--- src/rtl/wwdt_pkg.sv ---
// constants for the window watchdog and its supervisor sequencer
// assumes a 40 MHz clock and a 32-bit AXI4-Lite register bus
package wwdt_pkg;
  // ==========================================================
  // timing
  localparam int unsigned CLK_PERIOD_NS = 25;
  localparam int unsigned SETUP_TIME_US = 150;
  localparam int unsigned EVAL_TIME_US = 381;
  localparam int unsigned SETUP_CYC = (SETUP_TIME_US * 1000 + CLK_PERIOD_NS - 1) / CLK_PERIOD_NS;
  localparam int unsigned EVAL_CYC = (EVAL_TIME_US * 1000 + CLK_PERIOD_NS - 1) / CLK_PERIOD_NS;
  // ==========================================================
  // register map
  localparam logic [7:0] ADDR_UPPER = 8'h00;
  localparam logic [7:0] ADDR_RST_DELAY = 8'h04;
  localparam logic [7:0] ADDR_STATUS = 8'h08;
  localparam logic [7:0] ADDR_IRQ_STATUS = 8'h0C;
  localparam logic [7:0] ADDR_IRQ_MASK = 8'h10;
  localparam logic [31:0] UPPER_RESET = 32'h0001_0000;
  localparam logic [31:0] RST_DELAY_RESET = 32'h0000_8000;
  localparam int unsigned IRQ_EARLY = 0;
  localparam int unsigned IRQ_LATE = 1;
  localparam int unsigned IRQ_SUPV = 2;
  localparam logic [1:0] RESP_OKAY = 2'h0;
  localparam logic [1:0] RESP_SLVERR = 2'h2;
  // ==========================================================
  // modes, pin classes, states
  localparam logic [1:0] MODE_R34 = 2'h0;
  localparam logic [1:0] MODE_R18 = 2'h1;
  localparam logic [1:0] MODE_OFF = 2'h2;
  localparam logic [1:0] MODE_R12 = 2'h3;
  localparam logic [1:0] PIN_OPEN = 2'h0;
  localparam logic [1:0] PIN_PULLED = 2'h1;
  localparam logic [1:0] PIN_CAP = 2'h2;
  typedef enum logic [1:0] {
    SV_HOLD = 2'b00, SV_EVAL = 2'b01, SV_DELAY = 2'b10, SV_OK = 2'b11
  } wwdt_sv_state_type;
  typedef enum logic [2:0] {
    WD_OFF = 3'b000, WD_SETUP = 3'b001, WD_WAIT = 3'b010,
    WD_FIRST = 3'b011, WD_RUN = 3'b100, WD_FAULT = 3'b101
  } wwdt_wd_state_type;
endpackage : wwdt_pkg

--- src/rtl/wwdt_top.sv ---
// window watchdog with supervisor reset sequencer and AXI4-Lite registers
// assumes pins synchronous to clk; analog comparators and pin classifiers outside
//
// The placing of the registers and the AXI4-Lite slave port were decided locally.
`timescale 1ns/1ps
`default_nettype none
module wwdt_top #(
  parameter int unsigned SETUP_CYC = wwdt_pkg::SETUP_CYC,
  parameter int unsigned EVAL_CYC = wwdt_pkg::EVAL_CYC,
  parameter logic [31:0] UP_OPEN_R34 = 32'h002191C0,
  parameter logic [31:0] UP_OPEN_R18 = 32'h0010C8E0,
  parameter logic [31:0] UP_OPEN_R12 = 32'h03D09000,
  parameter logic [31:0] UP_PULLED = 32'h0006B6C0,
  parameter logic [31:0] RST_OPEN = 32'h007A1200,
  parameter logic [31:0] RST_PULLED = 32'h00061A80
) (
  input wire logic clk,
  input wire logic resetn,
  input wire logic [7:0] s_axi_awaddr,
  input wire logic s_axi_awvalid,
  output logic s_axi_awready,
  input wire logic [31:0] s_axi_wdata,
  input wire logic [3:0] s_axi_wstrb,
  input wire logic s_axi_wvalid,
  output logic s_axi_wready,
  output logic [1:0] s_axi_bresp,
  output logic s_axi_bvalid,
  input wire logic s_axi_bready,
  input wire logic [7:0] s_axi_araddr,
  input wire logic s_axi_arvalid,
  output logic s_axi_arready,
  output logic [31:0] s_axi_rdata,
  output logic [1:0] s_axi_rresp,
  output logic s_axi_rvalid,
  input wire logic s_axi_rready,
  input wire logic mode_select_a,
  input wire logic mode_select_b,
  input wire logic kick_input,
  input wire logic sense_in_window,
  input wire logic supply_above_lockout,
  input wire logic window_timing_pulled,
  input wire logic window_timing_loaded,
  input wire logic reset_delay_pulled,
  input wire logic reset_delay_loaded,
  output logic window_fault_n_out,
  output logic window_fault_n_oe,
  output logic supervisor_reset_n_out,
  output logic supervisor_reset_n_oe,
  output logic irq
);
  // ==========================================================
  // helpers
  function automatic logic [31:0] lower_of(input logic [31:0] up, input logic [1:0] mode);
    unique case (mode)
      wwdt_pkg::MODE_R18: lower_of = up >> 3;
      wwdt_pkg::MODE_R34: lower_of = up - (up >> 2);
      default: lower_of = up >> 1;
    endcase
  endfunction : lower_of

  function automatic logic [1:0] pin_class(input logic pulled, input logic loaded);
    pin_class = loaded ? wwdt_pkg::PIN_CAP : (pulled ? wwdt_pkg::PIN_PULLED : wwdt_pkg::PIN_OPEN);
  endfunction : pin_class

  // ==========================================================
  // supervisor sequencer
  wwdt_pkg::wwdt_sv_state_type sv_state, next_sv_state;
  logic [31:0] sv_cnt, next_sv_cnt;
  logic [1:0] wd_class, next_wd_class, rst_class, next_rst_class;
  logic [1:0] mode_lat, next_mode_lat;
  logic [31:0] reg_upper, next_reg_upper, reg_rst_delay, next_reg_rst_delay;
  logic [31:0] rst_delay;
  logic window_ok;
  logic [1:0] mode_live;

  assign window_ok = sense_in_window && supply_above_lockout;
  assign mode_live = {mode_select_a, mode_select_b};
  assign rst_delay = (rst_class == wwdt_pkg::PIN_CAP) ? reg_rst_delay :
                     (rst_class == wwdt_pkg::PIN_PULLED) ? RST_PULLED : RST_OPEN;

  always_comb begin
    next_sv_state = sv_state;
    next_sv_cnt = sv_cnt + 32'h1;
    next_wd_class = wd_class;
    next_rst_class = rst_class;
    next_mode_lat = mode_lat;
    // timing choice follows the pins outside SV_OK and while the latched mode is MODE_OFF
    if (sv_state != wwdt_pkg::SV_OK || mode_lat == wwdt_pkg::MODE_OFF) begin
      next_mode_lat = mode_live;
    end
    unique case (sv_state)
      wwdt_pkg::SV_HOLD: begin
        next_sv_cnt = 32'h0;
        if (window_ok) begin
          next_sv_state = wwdt_pkg::SV_EVAL;
        end
      end
      wwdt_pkg::SV_EVAL: begin
        if (sv_cnt >= EVAL_CYC - 1) begin
          next_wd_class = pin_class(window_timing_pulled, window_timing_loaded);
          next_rst_class = pin_class(reset_delay_pulled, reset_delay_loaded);
          next_sv_state = wwdt_pkg::SV_DELAY;
          next_sv_cnt = 32'h0;
        end
      end
      wwdt_pkg::SV_DELAY: begin
        if (sv_cnt >= rst_delay - 32'h1) begin
          next_sv_state = wwdt_pkg::SV_OK;
        end
      end
      wwdt_pkg::SV_OK: next_sv_cnt = 32'h0;
    endcase
    if (!window_ok) begin
      next_sv_state = wwdt_pkg::SV_HOLD;
      next_sv_cnt = 32'h0;
    end
  end

  always_ff @(posedge clk or negedge resetn) begin
    if (!resetn) begin
      sv_state <= wwdt_pkg::SV_HOLD;
      sv_cnt <= 32'h0;
      wd_class <= wwdt_pkg::PIN_OPEN;
      rst_class <= wwdt_pkg::PIN_OPEN;
      mode_lat <= wwdt_pkg::MODE_OFF;
    end else begin
      sv_state <= next_sv_state;
      sv_cnt <= next_sv_cnt;
      wd_class <= next_wd_class;
      rst_class <= next_rst_class;
      mode_lat <= next_mode_lat;
    end
  end

  // ==========================================================
  // window watchdog
  wwdt_pkg::wwdt_wd_state_type wd_state, next_wd_state;
  logic [31:0] wd_cnt, next_wd_cnt, upper, lower;
  logic kick_prev, kick_fall, wd_active, pend, next_pend, ev_early, ev_late;

  assign kick_fall = kick_prev && !kick_input;
  // window loss stops the watchdog in the same cycle the supervisor reset asserts
  assign wd_active = (sv_state == wwdt_pkg::SV_OK) && window_ok &&
                     (mode_live != wwdt_pkg::MODE_OFF);
  assign upper = (wd_class == wwdt_pkg::PIN_CAP) ? reg_upper :
                 (wd_class == wwdt_pkg::PIN_PULLED) ? UP_PULLED :
                 (mode_lat == wwdt_pkg::MODE_R18) ? UP_OPEN_R18 :
                 (mode_lat == wwdt_pkg::MODE_R12) ? UP_OPEN_R12 : UP_OPEN_R34;
  assign lower = lower_of(upper, mode_lat);

  always_comb begin
    next_wd_state = wd_state;
    next_wd_cnt = wd_cnt + 32'h1;
    next_pend = pend;
    ev_early = 1'b0;
    ev_late = 1'b0;
    unique case (wd_state)
      wwdt_pkg::WD_OFF: begin
        next_wd_cnt = 32'h0;
        next_wd_state = (pend && rst_class == wwdt_pkg::PIN_CAP) ?
                        wwdt_pkg::WD_WAIT : wwdt_pkg::WD_SETUP;
        next_pend = 1'b0;
      end
      wwdt_pkg::WD_SETUP: begin
        if (wd_cnt >= SETUP_CYC - 1) begin
          next_wd_state = wwdt_pkg::WD_FIRST;
          next_wd_cnt = 32'h0;
        end
      end
      wwdt_pkg::WD_WAIT: begin
        if (wd_cnt >= rst_delay - 32'h1) begin
          next_wd_state = wwdt_pkg::WD_FIRST;
          next_wd_cnt = 32'h0;
        end
      end
      wwdt_pkg::WD_FIRST: begin
        if (kick_fall) begin
          next_wd_state = wwdt_pkg::WD_RUN;
          next_wd_cnt = 32'h0;
        end else if (wd_cnt >= upper - 32'h1) begin
          next_wd_state = wwdt_pkg::WD_FAULT;
          ev_late = 1'b1;
          next_wd_cnt = 32'h0;
        end
      end
      wwdt_pkg::WD_RUN: begin
        if (kick_fall && wd_cnt < lower) begin
          next_wd_state = wwdt_pkg::WD_FAULT;
          ev_early = 1'b1;
          next_wd_cnt = 32'h0;
        end else if (kick_fall) begin
          next_wd_cnt = 32'h0;
        end else if (wd_cnt >= upper - 32'h1) begin
          next_wd_state = wwdt_pkg::WD_FAULT;
          ev_late = 1'b1;
          next_wd_cnt = 32'h0;
        end
      end
      wwdt_pkg::WD_FAULT: begin
        if (wd_cnt >= rst_delay - 32'h1) begin
          next_wd_state = wwdt_pkg::WD_FIRST;
          next_wd_cnt = 32'h0;
        end
      end
      default: next_wd_state = wwdt_pkg::WD_OFF;
    endcase
    if (!wd_active) begin
      next_wd_state = wwdt_pkg::WD_OFF;
      next_wd_cnt = 32'h0;
      ev_early = 1'b0;
      ev_late = 1'b0;
      // only a mode-pin disable during a fault is remembered
      next_pend = (sv_state == wwdt_pkg::SV_OK) &&
                  (pend || wd_state == wwdt_pkg::WD_FAULT);
    end
  end

  always_ff @(posedge clk or negedge resetn) begin
    if (!resetn) begin
      wd_state <= wwdt_pkg::WD_OFF;
      wd_cnt <= 32'h0;
      pend <= 1'b0;
      kick_prev <= 1'b0;
      window_fault_n_oe <= 1'b0;
      supervisor_reset_n_oe <= 1'b1;
    end else begin
      wd_state <= next_wd_state;
      wd_cnt <= next_wd_cnt;
      pend <= next_pend;
      kick_prev <= kick_input;
      window_fault_n_oe <= (next_wd_state == wwdt_pkg::WD_FAULT);
      supervisor_reset_n_oe <= (next_sv_state != wwdt_pkg::SV_OK);
    end
  end

  // open-drain pins only ever pull low
  always_ff @(posedge clk or negedge resetn) begin
    if (!resetn) begin
      window_fault_n_out <= 1'b0;
      supervisor_reset_n_out <= 1'b0;
    end else begin
      window_fault_n_out <= 1'b0;
      supervisor_reset_n_out <= 1'b0;
    end
  end

  // ==========================================================
  // AXI4-Lite slave and interrupt
  logic aw_got, next_aw_got, w_got, next_w_got, next_bvalid, next_rvalid, next_irq;
  logic [7:0] aw_addr, next_aw_addr;
  logic [31:0] w_data, next_w_data, next_rdata;
  logic [3:0] w_strb, next_w_strb;
  logic [1:0] next_bresp, next_rresp;
  logic [2:0] irq_status, next_irq_status, irq_mask, next_irq_mask;
  logic do_write;
  logic [31:0] status_word;

  assign do_write = aw_got && w_got && !s_axi_bvalid;
  assign status_word = {20'h0, pend, wd_state, rst_class, wd_class, mode_lat,
                        window_fault_n_oe, supervisor_reset_n_oe};

  function automatic logic [31:0] merge(input logic [31:0] old, input logic [31:0] nw,
                                        input logic [3:0] strb);
    for (int i = 0; i < 4; i++) begin
      merge[i*8 +: 8] = strb[i] ? nw[i*8 +: 8] : old[i*8 +: 8];
    end
  endfunction : merge

  always_comb begin
    next_aw_got = aw_got || (s_axi_awvalid && s_axi_awready);
    next_w_got = w_got || (s_axi_wvalid && s_axi_wready);
    next_aw_addr = (s_axi_awvalid && s_axi_awready) ? s_axi_awaddr : aw_addr;
    next_w_data = (s_axi_wvalid && s_axi_wready) ? s_axi_wdata : w_data;
    next_w_strb = (s_axi_wvalid && s_axi_wready) ? s_axi_wstrb : w_strb;
    next_bvalid = s_axi_bvalid && !s_axi_bready;
    next_bresp = s_axi_bresp;
    next_reg_upper = reg_upper;
    next_reg_rst_delay = reg_rst_delay;
    next_irq_mask = irq_mask;
    next_irq_status = irq_status;
    if (do_write) begin
      next_aw_got = 1'b0;
      next_w_got = 1'b0;
      next_bvalid = 1'b1;
      next_bresp = wwdt_pkg::RESP_OKAY;
      unique case (aw_addr)
        wwdt_pkg::ADDR_UPPER: next_reg_upper = merge(reg_upper, w_data, w_strb);
        wwdt_pkg::ADDR_RST_DELAY: next_reg_rst_delay = merge(reg_rst_delay, w_data, w_strb);
        wwdt_pkg::ADDR_STATUS: ;
        wwdt_pkg::ADDR_IRQ_STATUS:
          next_irq_status = w_strb[0] ? (irq_status & ~w_data[2:0]) : irq_status;
        wwdt_pkg::ADDR_IRQ_MASK: next_irq_mask = w_strb[0] ? w_data[2:0] : irq_mask;
        default: next_bresp = wwdt_pkg::RESP_SLVERR;
      endcase
    end
    // events win over a clear in the same cycle
    next_irq_status[wwdt_pkg::IRQ_EARLY] = next_irq_status[wwdt_pkg::IRQ_EARLY] | ev_early;
    next_irq_status[wwdt_pkg::IRQ_LATE] = next_irq_status[wwdt_pkg::IRQ_LATE] | ev_late;
    next_irq_status[wwdt_pkg::IRQ_SUPV] = next_irq_status[wwdt_pkg::IRQ_SUPV] |
      (sv_state == wwdt_pkg::SV_OK && !window_ok);
    next_irq = |(next_irq_status & next_irq_mask);
    next_rvalid = s_axi_rvalid && !s_axi_rready;
    next_rdata = s_axi_rdata;
    next_rresp = s_axi_rresp;
    if (s_axi_arvalid && s_axi_arready) begin
      next_rvalid = 1'b1;
      next_rresp = wwdt_pkg::RESP_OKAY;
      unique case (s_axi_araddr)
        wwdt_pkg::ADDR_UPPER: next_rdata = reg_upper;
        wwdt_pkg::ADDR_RST_DELAY: next_rdata = reg_rst_delay;
        wwdt_pkg::ADDR_STATUS: next_rdata = status_word;
        wwdt_pkg::ADDR_IRQ_STATUS: next_rdata = {29'h0, irq_status};
        wwdt_pkg::ADDR_IRQ_MASK: next_rdata = {29'h0, irq_mask};
        default: begin
          next_rdata = 32'h0;
          next_rresp = wwdt_pkg::RESP_SLVERR;
        end
      endcase
    end
  end

  always_ff @(posedge clk or negedge resetn) begin
    if (!resetn) begin
      aw_got <= 1'b0;
      w_got <= 1'b0;
      aw_addr <= 8'h00;
      w_data <= 32'h0;
      w_strb <= 4'h0;
      s_axi_awready <= 1'b0;
      s_axi_wready <= 1'b0;
      s_axi_bvalid <= 1'b0;
      s_axi_bresp <= wwdt_pkg::RESP_OKAY;
      s_axi_arready <= 1'b0;
      s_axi_rvalid <= 1'b0;
      s_axi_rdata <= 32'h0;
      s_axi_rresp <= wwdt_pkg::RESP_OKAY;
      reg_upper <= wwdt_pkg::UPPER_RESET;
      reg_rst_delay <= wwdt_pkg::RST_DELAY_RESET;
      irq_status <= 3'h0;
      irq_mask <= 3'h0;
      irq <= 1'b0;
    end else begin
      aw_got <= next_aw_got;
      w_got <= next_w_got;
      aw_addr <= next_aw_addr;
      w_data <= next_w_data;
      w_strb <= next_w_strb;
      s_axi_awready <= !next_aw_got && !(s_axi_awvalid && s_axi_awready);
      s_axi_wready <= !next_w_got && !(s_axi_wvalid && s_axi_wready);
      s_axi_bvalid <= next_bvalid;
      s_axi_bresp <= next_bresp;
      s_axi_arready <= !next_rvalid && !(s_axi_arvalid && s_axi_arready);
      s_axi_rvalid <= next_rvalid;
      s_axi_rdata <= next_rdata;
      s_axi_rresp <= next_rresp;
      reg_upper <= next_reg_upper;
      reg_rst_delay <= next_reg_rst_delay;
      irq_status <= next_irq_status;
      irq_mask <= next_irq_mask;
      irq <= next_irq;
    end
  end
endmodule : wwdt_top
`default_nettype wire

--- config.mk ---
export PLATFORM = sky130hd
export DESIGN_NAME = wwdt_top
export DESIGN_NICKNAME = d
export VERILOG_FILES = /design/src/rtl/wwdt_pkg.sv /design/src/rtl/wwdt_top.sv
export SDC_FILE = /design/constraint.sdc
export NUM_CORES = 1
export LEC_CHECK = 0
export ABC_AREA = 1
export BUFFER_PORTS_ARGS = -buffer_cell sky130_fd_sc_hd__clkbuf_2
export CORE_MARGIN = 2
export CORE_UTILIZATION = 46
export CTS_CLUSTER_DIAMETER = 40
export DETAILED_ROUTE_END_ITERATION = 10
export GPL_TIMING_DRIVEN = 1
export SYNTH_ARGS = -nofsm -noshare
export SYNTH_HDL_FRONTEND = slang
export SYNTH_SLANG_ARGS = --single-unit
export TNS_END_PERCENT = 30
--- constraint.sdc ---
create_clock -name clk -period 9.6 [get_ports clk]
set_clock_uncertainty 0.05 [all_clocks]
set_input_delay 1.92 -clock clk [delete_from_list [all_inputs] [get_ports clk]]
set_output_delay 1.92 -clock clk [all_outputs]
set_load 0.05 [all_outputs]
Yosys cells after proc, flatten, opt, wreduce, memory -nomap -nowiden. Index checks and enable logic that the tools add are counted.

Bits in registers: 237. Bits in latches: 0. Memory bits (writable): 0. Bits in read-only memories: 0. Input port bits: 68. Output and inout port bits: 46. Memories kept: 0.

Add/subtract/negate cells: 5. $mul: 0. Divide/modulo/power cells: 0. Order comparisons: 6. Eq/ne operators: 28. Shift-type cells: 0. Muxes and demuxes: 57. Bitwise gates (word level): 6. Reduce and logical (&&, ||, !) cells: 52.

Operators with widths (count): two-way mux 32 bit (10); case mux 32 bit (5 select lines) (2); case mux 32 bit (2 select lines) (2); greater-or-equal comparator 32 bit (3); two-way mux 26 bit (3); adder 32 x 1 -> 32 bit, second input constant (2); subtractor 32 x 1 -> 32 bit, second input constant (2); two-way mux 3 bit (13); equality test 8 x 4 -> 1 bit, second input constant (4); greater-or-equal comparator 32 x 13 -> 1 bit, second input constant (1); greater-or-equal comparator 32 x 14 -> 1 bit, second input constant (1); < comparator 32 bit (1); subtractor 32 x 30 -> 32 bit (1); AND reduction 3 bit (8); two-way mux 23 bit (1); logical AND 1 bit (18); equality test 8 x 3 -> 1 bit, second input constant (2); equality test 8 x 5 -> 1 bit, second input constant (2); zero test 8 bit (2); two-way mux 2 bit (8); two-way mux 1 bit (15); case mux 3 bit (5 select lines) (1); equality test 2 bit, second input constant (6); zero test 1 bit (11); other kinds (18) (35).

Logic depth before layout (Yosys ltp). Gate-level depths: netlist of the first run.

Word-level depth: 15. Mapped depth: 29.

Worst setup path before layout of the first run. OpenSTA, ideal clock, no wires.

Kind: reg2reg. Start point: register wd_class[0]. End point: register irq. Library setup time: 0.065 ns. Data arrival time: 4.062 ns. Data required time: 9.485 ns. Setup slack: 5.423 ns. Cell stages (with the launch flop): 30. Buffers on the path: 1. Cells stage by stage: dfrtp_1 -> inv_4 -> nand2_8 -> buf_12 -> nor2_2 -> clkinv_4 -> ha_1 -> fa_1 -> inv_1 -> nand3_1 -> nand2_1 -> a21oi_1 -> o21ai_0 -> a21boi_0 -> o21ai_0 -> nand2_1 -> nand2_1 -> nand2_1 -> nand3_1 -> nand2_1 -> ha_1 -> nand2_1 -> o21ai_0 -> a221oi_1 -> nand2_1 -> nor2_1 -> nand2_1 -> o21ai_0 -> nand2_1 -> nand2_1.

Longest elaborated chain between the ends: 13. Elaborated cells on any way between the ends: 22. Those cells by class: add/sub: 2; order compare: 2; eq/ne: 2; mux: 11; bitwise: 3; reduce/logical: 2.

Ends and longest elaborated chain: start: declaration (line wwdt_top.sv:69) `logic [1:0] wd_class, next_wd_class, rst_class, next_rst_class;`; start signal: assignment (line wwdt_top.sv:123) `wd_class <= wwdt_pkg::PIN_OPEN;`; start signal: assignment (line wwdt_top.sv:129) `wd_class <= next_wd_class;`; equality test 2 x 1 -> 1 bit (line wwdt_top.sv:146) `(wd_class == wwdt_pkg::PIN_PULLED) ? UP_PULLED :`; two-way mux 26 bit (line wwdt_top.sv:146); two-way mux 32 bit * (line wwdt_top.sv:145) `assign upper = (wd_class == wwdt_pkg::PIN_CAP) ? reg_upper :`; subtractor 32 x 30 -> 32 bit (line wwdt_top.sv:56) `wwdt_pkg::MODE_R34: lower_of = up - (up >> 2);`; case mux 32 bit (2 select lines) * (line wwdt_top.sv:54) `unique case (mode)`; < comparator 32 bit * (line wwdt_top.sv:187) `if (kick_fall && wd_cnt < lower) begin`; logical AND 1 bit * (line wwdt_top.sv:187); two-way mux 1 bit * (line wwdt_top.sv:187); two-way mux 1 bit * (line wwdt_top.sv:157) `unique case (wd_state)`; two-way mux 1 bit * (line wwdt_top.sv:207) `if (!wd_active) begin`; bitwise OR 1 bit * (line wwdt_top.sv:297) `next_irq_status[wwdt_pkg::IRQ_EARLY] = next_irq_status[wwdt_pkg::IRQ_EARLY] | ev_early;`; via next_irq_status[0] (line wwdt_top.sv:254) `logic [2:0] irq_status, next_irq_status, irq_mask, next_irq_mask;`; AND 3 bit * (line wwdt_top.sv:301) `next_irq = |(next_irq_status & next_irq_mask);`; OR reduction 3 bit * (line wwdt_top.sv:301); via next_irq (line wwdt_top.sv:249) `logic aw_got, next_aw_got, w_got, next_w_got, next_bvalid, next_rvalid, next_irq;`; end signal: assignment (line wwdt_top.sv:360) `irq <= next_irq;`; end: declaration (line wwdt_top.sv:49) `output logic irq`.

Mark *: on every way through the listed nets, which the timed path passes. The rest lies on a longest branch. A chain may end at the register's enable or synchronous reset.

Final worst setup path of the first run.
Start point: register mode_lat[1]. End point: register irq.

Longest elaborated chain between the ends: 15. Elaborated cells on any way between the ends: 25. Those cells by class: add/sub: 2; order compare: 2; eq/ne: 2; mux: 13; bitwise: 3; reduce/logical: 3.

Ends and longest elaborated chain: start: declaration (line wwdt_top.sv:70) `logic [1:0] mode_lat, next_mode_lat;`; start signal: assignment (line wwdt_top.sv:125) `mode_lat <= wwdt_pkg::MODE_OFF;`; start signal: assignment (line wwdt_top.sv:131) `mode_lat <= next_mode_lat;`; equality test 2 bit (line wwdt_top.sv:148) `(mode_lat == wwdt_pkg::MODE_R12) ? UP_OPEN_R12 : UP_OPEN_R34;`; two-way mux 26 bit (line wwdt_top.sv:148); two-way mux 26 bit (line wwdt_top.sv:147) `(mode_lat == wwdt_pkg::MODE_R18) ? UP_OPEN_R18 :`; two-way mux 26 bit (line wwdt_top.sv:146); two-way mux 32 bit (line wwdt_top.sv:145); subtractor 32 x 30 -> 32 bit (line wwdt_top.sv:56); case mux 32 bit (2 select lines) * (line wwdt_top.sv:54); < comparator 32 bit * (line wwdt_top.sv:187); logical AND 1 bit * (line wwdt_top.sv:187); two-way mux 1 bit * (line wwdt_top.sv:187); two-way mux 1 bit * (line wwdt_top.sv:157); two-way mux 1 bit * (line wwdt_top.sv:207); bitwise OR 1 bit * (line wwdt_top.sv:297); via next_irq_status[0] (line wwdt_top.sv:254); AND 3 bit * (line wwdt_top.sv:301); OR reduction 3 bit * (line wwdt_top.sv:301); via next_irq (line wwdt_top.sv:249).

Marked as above.

==> key figures, run 1 <==
Pwr
  • Leakage: 9.68 nW
  • Maximum VDD drop: 0.000254 V
  • Internal: 2.47 mW
  • PwrDens: 185 nW/um^2
  • Sw frac: 33.6%
  • Sequential share of power: 35.7%
  • NetSw: 1.25 mW
  • Clk pwr share: 44.1%
  • Comb pwr share: 20.2%

STA
  • Final setup margin: 3.91 ns
  • Slew margin rel.: 32.6%
  • Slew Limit Fails: 0
  • Worst slew pin tran: 1.01 ns
  • RSZ-0062 raised after global routing: false
  • Tmin final: 5.69 ns
  • Final Hold Viols: 0
  • Final setup vio count: 0
  • Final Cycle Share: 59.3%
  • FMAX: 0.176 GHz
  • Post-Route Setup TNS: 0 ns

Finish
  • FILL cells: 3691
  • Area growth syn-to-layout: 14.8%
  • Fraction of layout instances using a drive strength above 1: 11.3%
  • Final nets: 2712
  • Antenna Cells: 0

Synth
  • Post-Syn Area: 17500 sq um
  • Synth async-reset ratio: 100%
  • Top cells by area, synth: dfrtp_1 (33%), nand2_1 (12%), ha_1 (11%)
  • Top FF cell, synth: dfrtp_1
  • Top post-synthesis cells by count: nand2_1 (547), inv_1 (283), nor2_1 (235)
  • Syn Area/Cell: 7.39 sq um
  • Post-synth top area cell: dfrtp_1
  • Most common cell in the netlist: nand2_1
  • Yosys Warn Count: 0
  • Synth top area share: 33.0%
  • Cells after Synth: 2369
  • Register area share after synthesis: 33.6%
  • Number of flops mapped to enable cells by yosys: 0
  • Synth cell types: 67
  • Register bit total from synthesis: 235

Setup path
  • Worst setup EP type: register
  • CP Launch Type: register
  • Worst path max stage delay: 0.45 ns
  • WP data arrival: 6.15 ns
  • CP Class: reg2reg
  • CP max-delay cell: dfstp_2
  • Worst path bufs/invs: 2
  • Cell mode on critical path: nand2_1
  • Top delay family on crit path: simple AND/OR/NAND/NOR gates
  • Worst EP required: 10.06 ns
  • Worst Path Max Fanout: 26

Routing
  • Total number of vias: 16.3k
  • Final ANT Viol Nets: 0
  • Detailed Routing Iterations Pass 1: 6
  • Post-route DRC: 0
  • Wirelength per Cell: 18.7 um
  • 1st-iter DRT viols: 1030
  • Vias per cell: 5.39
  • Routed Wire Length: 56500 um

Global route
  • Antenna violations before repair: 0
  • Vias in the first global route: 15.9k
  • First-pass GRT wire length: 89000 um
  • GRT overflow: 0
  • Largest net degree at the start of global routing: 96
  • GRT Util Overall: 29.2%

Die
  • CORE AREA: 37600 sq um
  • Die area: 39700 sq um
  • Initial core utilization: 46.6%
  • Die width: 199 um
  • # IOs: 114
  • Chip height: 199 um
  • # rows: 71

Placed design
  • DP HPWL: 44400 um
  • RePlAce Congestion: 0.983
  • Dpl ws: 4.02 ns
  • PortBufs: 109

Flow run
  • Max_cap viols: 0

Clock network
  • Cts hold-fix bufs: 0
  • H-tree depth: 2
  • CTS tree: built
  • CTS Buffer Depth: 3
  • CTS Buf Count: 45
  • Clk pin slew, worst setup/hold paths: 0.06 ns
  • Clk_lat worst skew: 0.58 ns
  • Clk root buf: clkbuf_16
  • Clk sinks: 235
  • Cts repair resizes: 0
  • Post-CTS Setup Inserts: 0

Min path
  • Hold WC Path Type: reg2reg

Outcome
  • Status: complete, no violations
==> placed cells by master, fill, tap and decap left out, drive strengths merged, types with 10 or more instances in the layout <==
cell / count
nand2: 556
inv: 299
nor2: 259
dfrtp: 231
o21ai: 217
clkbuf: 162
ha: 161
a21oi: 156
nand3: 87
xor2: 84
nor3: 55
nand4: 52
o22ai: 20
xnor2: 20
clkinv: 17
o221ai: 16
nor4: 16
a21o: 11
o21a: 10
or2: 10
==> sequential cells by signal, indices dropped and copies added (netlist names), 2 cells and up <==
name and cells:
reg_rst_delay 32, reg_upper 32, s_axi_rdata 32, sv_cnt 32, w_data 32, wd_cnt 32
aw_addr 8, w_strb 4, irq_mask 3, irq_status 3, wd_state 3, mode_lat 2
rst_class 2, sv_state 2, wd_class 2
==> power groups by stage <==
stage	sequential [mW]	clock, mW	combinational [mW]
final	1.33	1.64	0.751
after global routing	1.34	1.72	0.858
after CTS	1.32	1.67	0.754
after detailed placement	1.34	0	0.748
after global placement	1.33	0	0.738
after floorplan	1.33	0	0.480
==> cell families after synthesis <==
family,count (synthesis),share of synthesized area [%]
xor gates and xnor gates,104,5.20
other,1,0.0214
adders and majority gates,162,11.6
and+or+nand+nor,1044,26.2
DFF,235,33.6
buffers and inverters,347,7.76
AOI/OAI and AO/OA,476,15.6
==> per-layer routing <==
| metal | wire, um | vias up | GRT usage, % | part of all wire (%) |
|---|---|---|---|---|
| li1 | - | 8121 | - | - |
| met1 | 25500 | 7690 | 38.6 | 45 |
| met2 | 26500 | 434 | 48.6 | 47 |
| met3 | 2900 | 83 | 4.73 | 5.1 |
| met4 | 1580 | 0 | 9.56 | 2.8 |
| met5 | 0 | - | 0 | 0 |
==> final timing paths <==
kind	start	end	slack [ns]	depth (start not counted)
max in group asynchronous	resetn	wd_cnt[3]	6.71	2
setup / recovery	mode_lat[1]	irq	3.91	28
setup reg to reg	mode_lat[1]	irq	3.91	28
hold / removal	sv_cnt[0]	sv_cnt[0]	0.41	1
min in group asynchronous	resetn	w_data[5]	1.30	1
hold reg to reg	sv_cnt[0]	sv_cnt[0]	0.41	1
==> final cells by class <==
cell class | instances | area, sq um | area share [%]
multi-input cells | 1790 | 10300 | 51.1
flip-flops and latches | 235 | 5890 | 29.3
clock buffers | 54 | 1200 | 5.97
inverters | 296 | 1120 | 5.56
well taps | 511 | 639 | 3.18
repair buffers | 114 | 593 | 2.95
clock inverters | 29 | 388 | 1.93
==> stage by stage <==
step	util (%)	hold WS (ns)	area, sq um	std cells	total power [mW]
floorplan	-	0.382	17500	2372	1.81
global placement	49.3	0.397	18500	2946	2.07
detailed placement	49.3	0.404	18500	2946	2.09
CTS	53.5	0.411	20100	3029	3.74
global route	53.5	0.441	20100	3029	3.92
finish	53.5	0.405	20100	3029	3.72
Note: power is estimated with default switching activity, not from simulation.
==> inputs of run 2 (changes only) <==
==> constraint.sdc (replaced) <==
create_clock -name clk -period 5.4 [get_ports clk]
set_clock_uncertainty 0.05 [all_clocks]
set_input_delay 1.08 -clock clk [delete_from_list [all_inputs] [get_ports clk]]
set_output_delay 1.08 -clock clk [all_outputs]
set_load 0.05 [all_outputs]
==> key figures, run 2 (synthesized netlist as in run 1, its figures left out) <==
Global route
  • First-pass GRT wire length: 91000 um
  • GRT Util Overall: 29.9%
  • Antenna violations before repair: 0
  • GRT overflow: 0
  • Vias in the first global route: 16.4k
  • Largest net degree at the start of global routing: 121

Outcome
  • Status: complete, no violations

Routing
  • Routed Wire Length: 57900 um
  • Detailed Routing Iterations Pass 1: 5
  • Vias per cell: 5.46
  • Post-route DRC: 0
  • Total number of vias: 16.6k
  • Wirelength per Cell: 19.0 um
  • Final ANT Viol Nets: 0
  • 1st-iter DRT viols: 1116

Clock network
  • Clk sinks: 235
  • Cts hold-fix bufs: 0
  • Cts repair resizes: 0
  • Post-CTS Setup Inserts: 0
  • CTS Buf Count: 42
  • H-tree depth: 2
  • CTS tree: built
  • Clk pin slew, worst setup/hold paths: 0.05 ns
  • Clk_lat worst skew: 0.56 ns
  • CTS Buffer Depth: 3
  • Clk root buf: clkbuf_16

Die
  • # rows: 71
  • # IOs: 114
  • Die area: 39700 sq um
  • Die width: 199 um
  • CORE AREA: 37600 sq um
  • Chip height: 199 um
  • Initial core utilization: 46.6%

Setup path
  • CP Class: reg2reg
  • WP data arrival: 5.28 ns
  • Worst Path Max Fanout: 19
  • Worst EP required: 5.78 ns
  • CP Launch Type: register
  • Worst setup EP type: register

Finish
  • Fraction of layout instances using a drive strength above 1: 12.1%
  • Final nets: 2732
  • Commonest non-fill, non-tap cells in the layout: nand2_1 (547), inv_1 (283), nor2_1 (234), dfrtp_1 (230), o21ai_0 (208)
  • Most common cell after layout, fill and taps aside: nand2_1
  • Area growth syn-to-layout: 14.9%
  • Antenna Cells: 0

Pwr
  • PwrDens: 315 nW/um^2
  • Leakage: 9.71 nW
  • NetSw: 2.23 mW
  • Comb pwr share: 21.6%
  • Clk pwr share: 41.2%
  • Sw frac: 35.1%
  • Maximum VDD drop: 0.000318 V
  • Internal: 4.12 mW
  • Sequential share of power: 37.2%

STA
  • FMAX: 0.204 GHz
  • Final setup vio count: 0
  • Slew margin rel.: 33.1%
  • Slew Limit Fails: 0
  • Tmin final: 4.90 ns
  • RSZ-0062 raised after global routing: false
  • Final setup margin: 0.498 ns
  • Final Cycle Share: 90.8%
  • Worst slew pin tran: 1.00 ns
  • Final Hold Viols: 0
  • Post-Route Setup TNS: 0 ns
  • Hold WS: 0.419 ns

Placed design
  • PortBufs: 109
  • RePlAce Congestion: 1.01
  • DP HPWL: 45800 um
  • Dpl ws: 0.234 ns

Flow run
  • Max_cap viols: 0

Min path
  • Hold WC Path Type: reg2reg
-- run 2: power by group through the flow --
| stage | clock network, mW | registers (mW) | logic [mW] |
|---|---|---|---|
| finish | 2.62 | 2.36 | 1.37 |
| floorplan | 0 | 2.36 | 0.853 |
| global route | 2.74 | 2.39 | 1.56 |
| global placement | 0 | 2.38 | 1.34 |
| detailed placement | 0 | 2.38 | 1.36 |
| CTS | 2.66 | 2.36 | 1.37 |
-- run 2: final timing paths --
| check | from | to | slack, ns | cells after the start |
|---|---|---|---|---|
| worst max-delay path | wd_class[0] | irq | 0.50 | 25 |
| worst min-delay path | aw_addr[7] | aw_addr[7] | 0.42 | 2 |
| worst max register to register | wd_class[0] | irq | 0.50 | 25 |
| worst min register to register | aw_addr[7] | aw_addr[7] | 0.42 | 2 |
| max in group asynchronous | resetn | wd_class[1] | 3.77 | 2 |
| min in group asynchronous | resetn | w_data[5] | 0.45 | 1 |
-- run 2: critical path: stages, from the launching register on --
cell,delay (ns)
dfrtp_1,0.44
inv_4,0.16
nand2_8,0.15
nor2_2,0.26
inv_2,0.12
ha_1,0.38
a21oi_1,0.23
o21ai_0,0.13
nor2_2,0.24
o21bai_2,0.17
a21boi_0,0.33
o21ai_0,0.13
buf_4,0.17
nand3_1,0.09
nand3_1,0.08
nand2_1,0.13
nand2_1,0.08
ha_1,0.33
nand4_1,0.12
nor3_1,0.19
nor4b_1,0.26
nand2_1,0.08
nand2_1,0.19
o21ai_1,0.12
nand2_1,0.09
nand2_1,0.05
-- run 2: per-stage QoR --
step	util (%)	power (mW)	area, sq um	cells
after global routing	53.6	6.69	20100	3046
after CTS	53.5	6.39	20100	3046
final	53.6	6.35	20100	3046
after floorplan	-	3.21	17500	2372
after global placement	49.8	3.72	18700	2969
after detailed placement	49.8	3.74	18700	2969
-- run 2: layer usage --
layer | share of wire, % | up-vias | global-route usage [%]
met5 | 0 | - | 0
met4 | 3.6 | 0 | 11.5
met3 | 5.1 | 106 | 4.08
met2 | 46 | 496 | 48.7
met1 | 45 | 7854 | 40.2
li1 | - | 8169 | -
-- run 2: final cells by class --
| cell class | count | area, sq um |
|---|---|---|
| Clock buffer | 50 | 1120 |
| Tap cell | 511 | 639 |
| Inverter | 296 | 1120 |
| Clock inverter | 27 | 278 |
| Fill cell | 3680 | 17500 |
| Multi-Input combinational cell | 1790 | 10300 |
| Sequential cell | 235 | 5890 |
| Timing Repair Buffer | 137 | 778 |
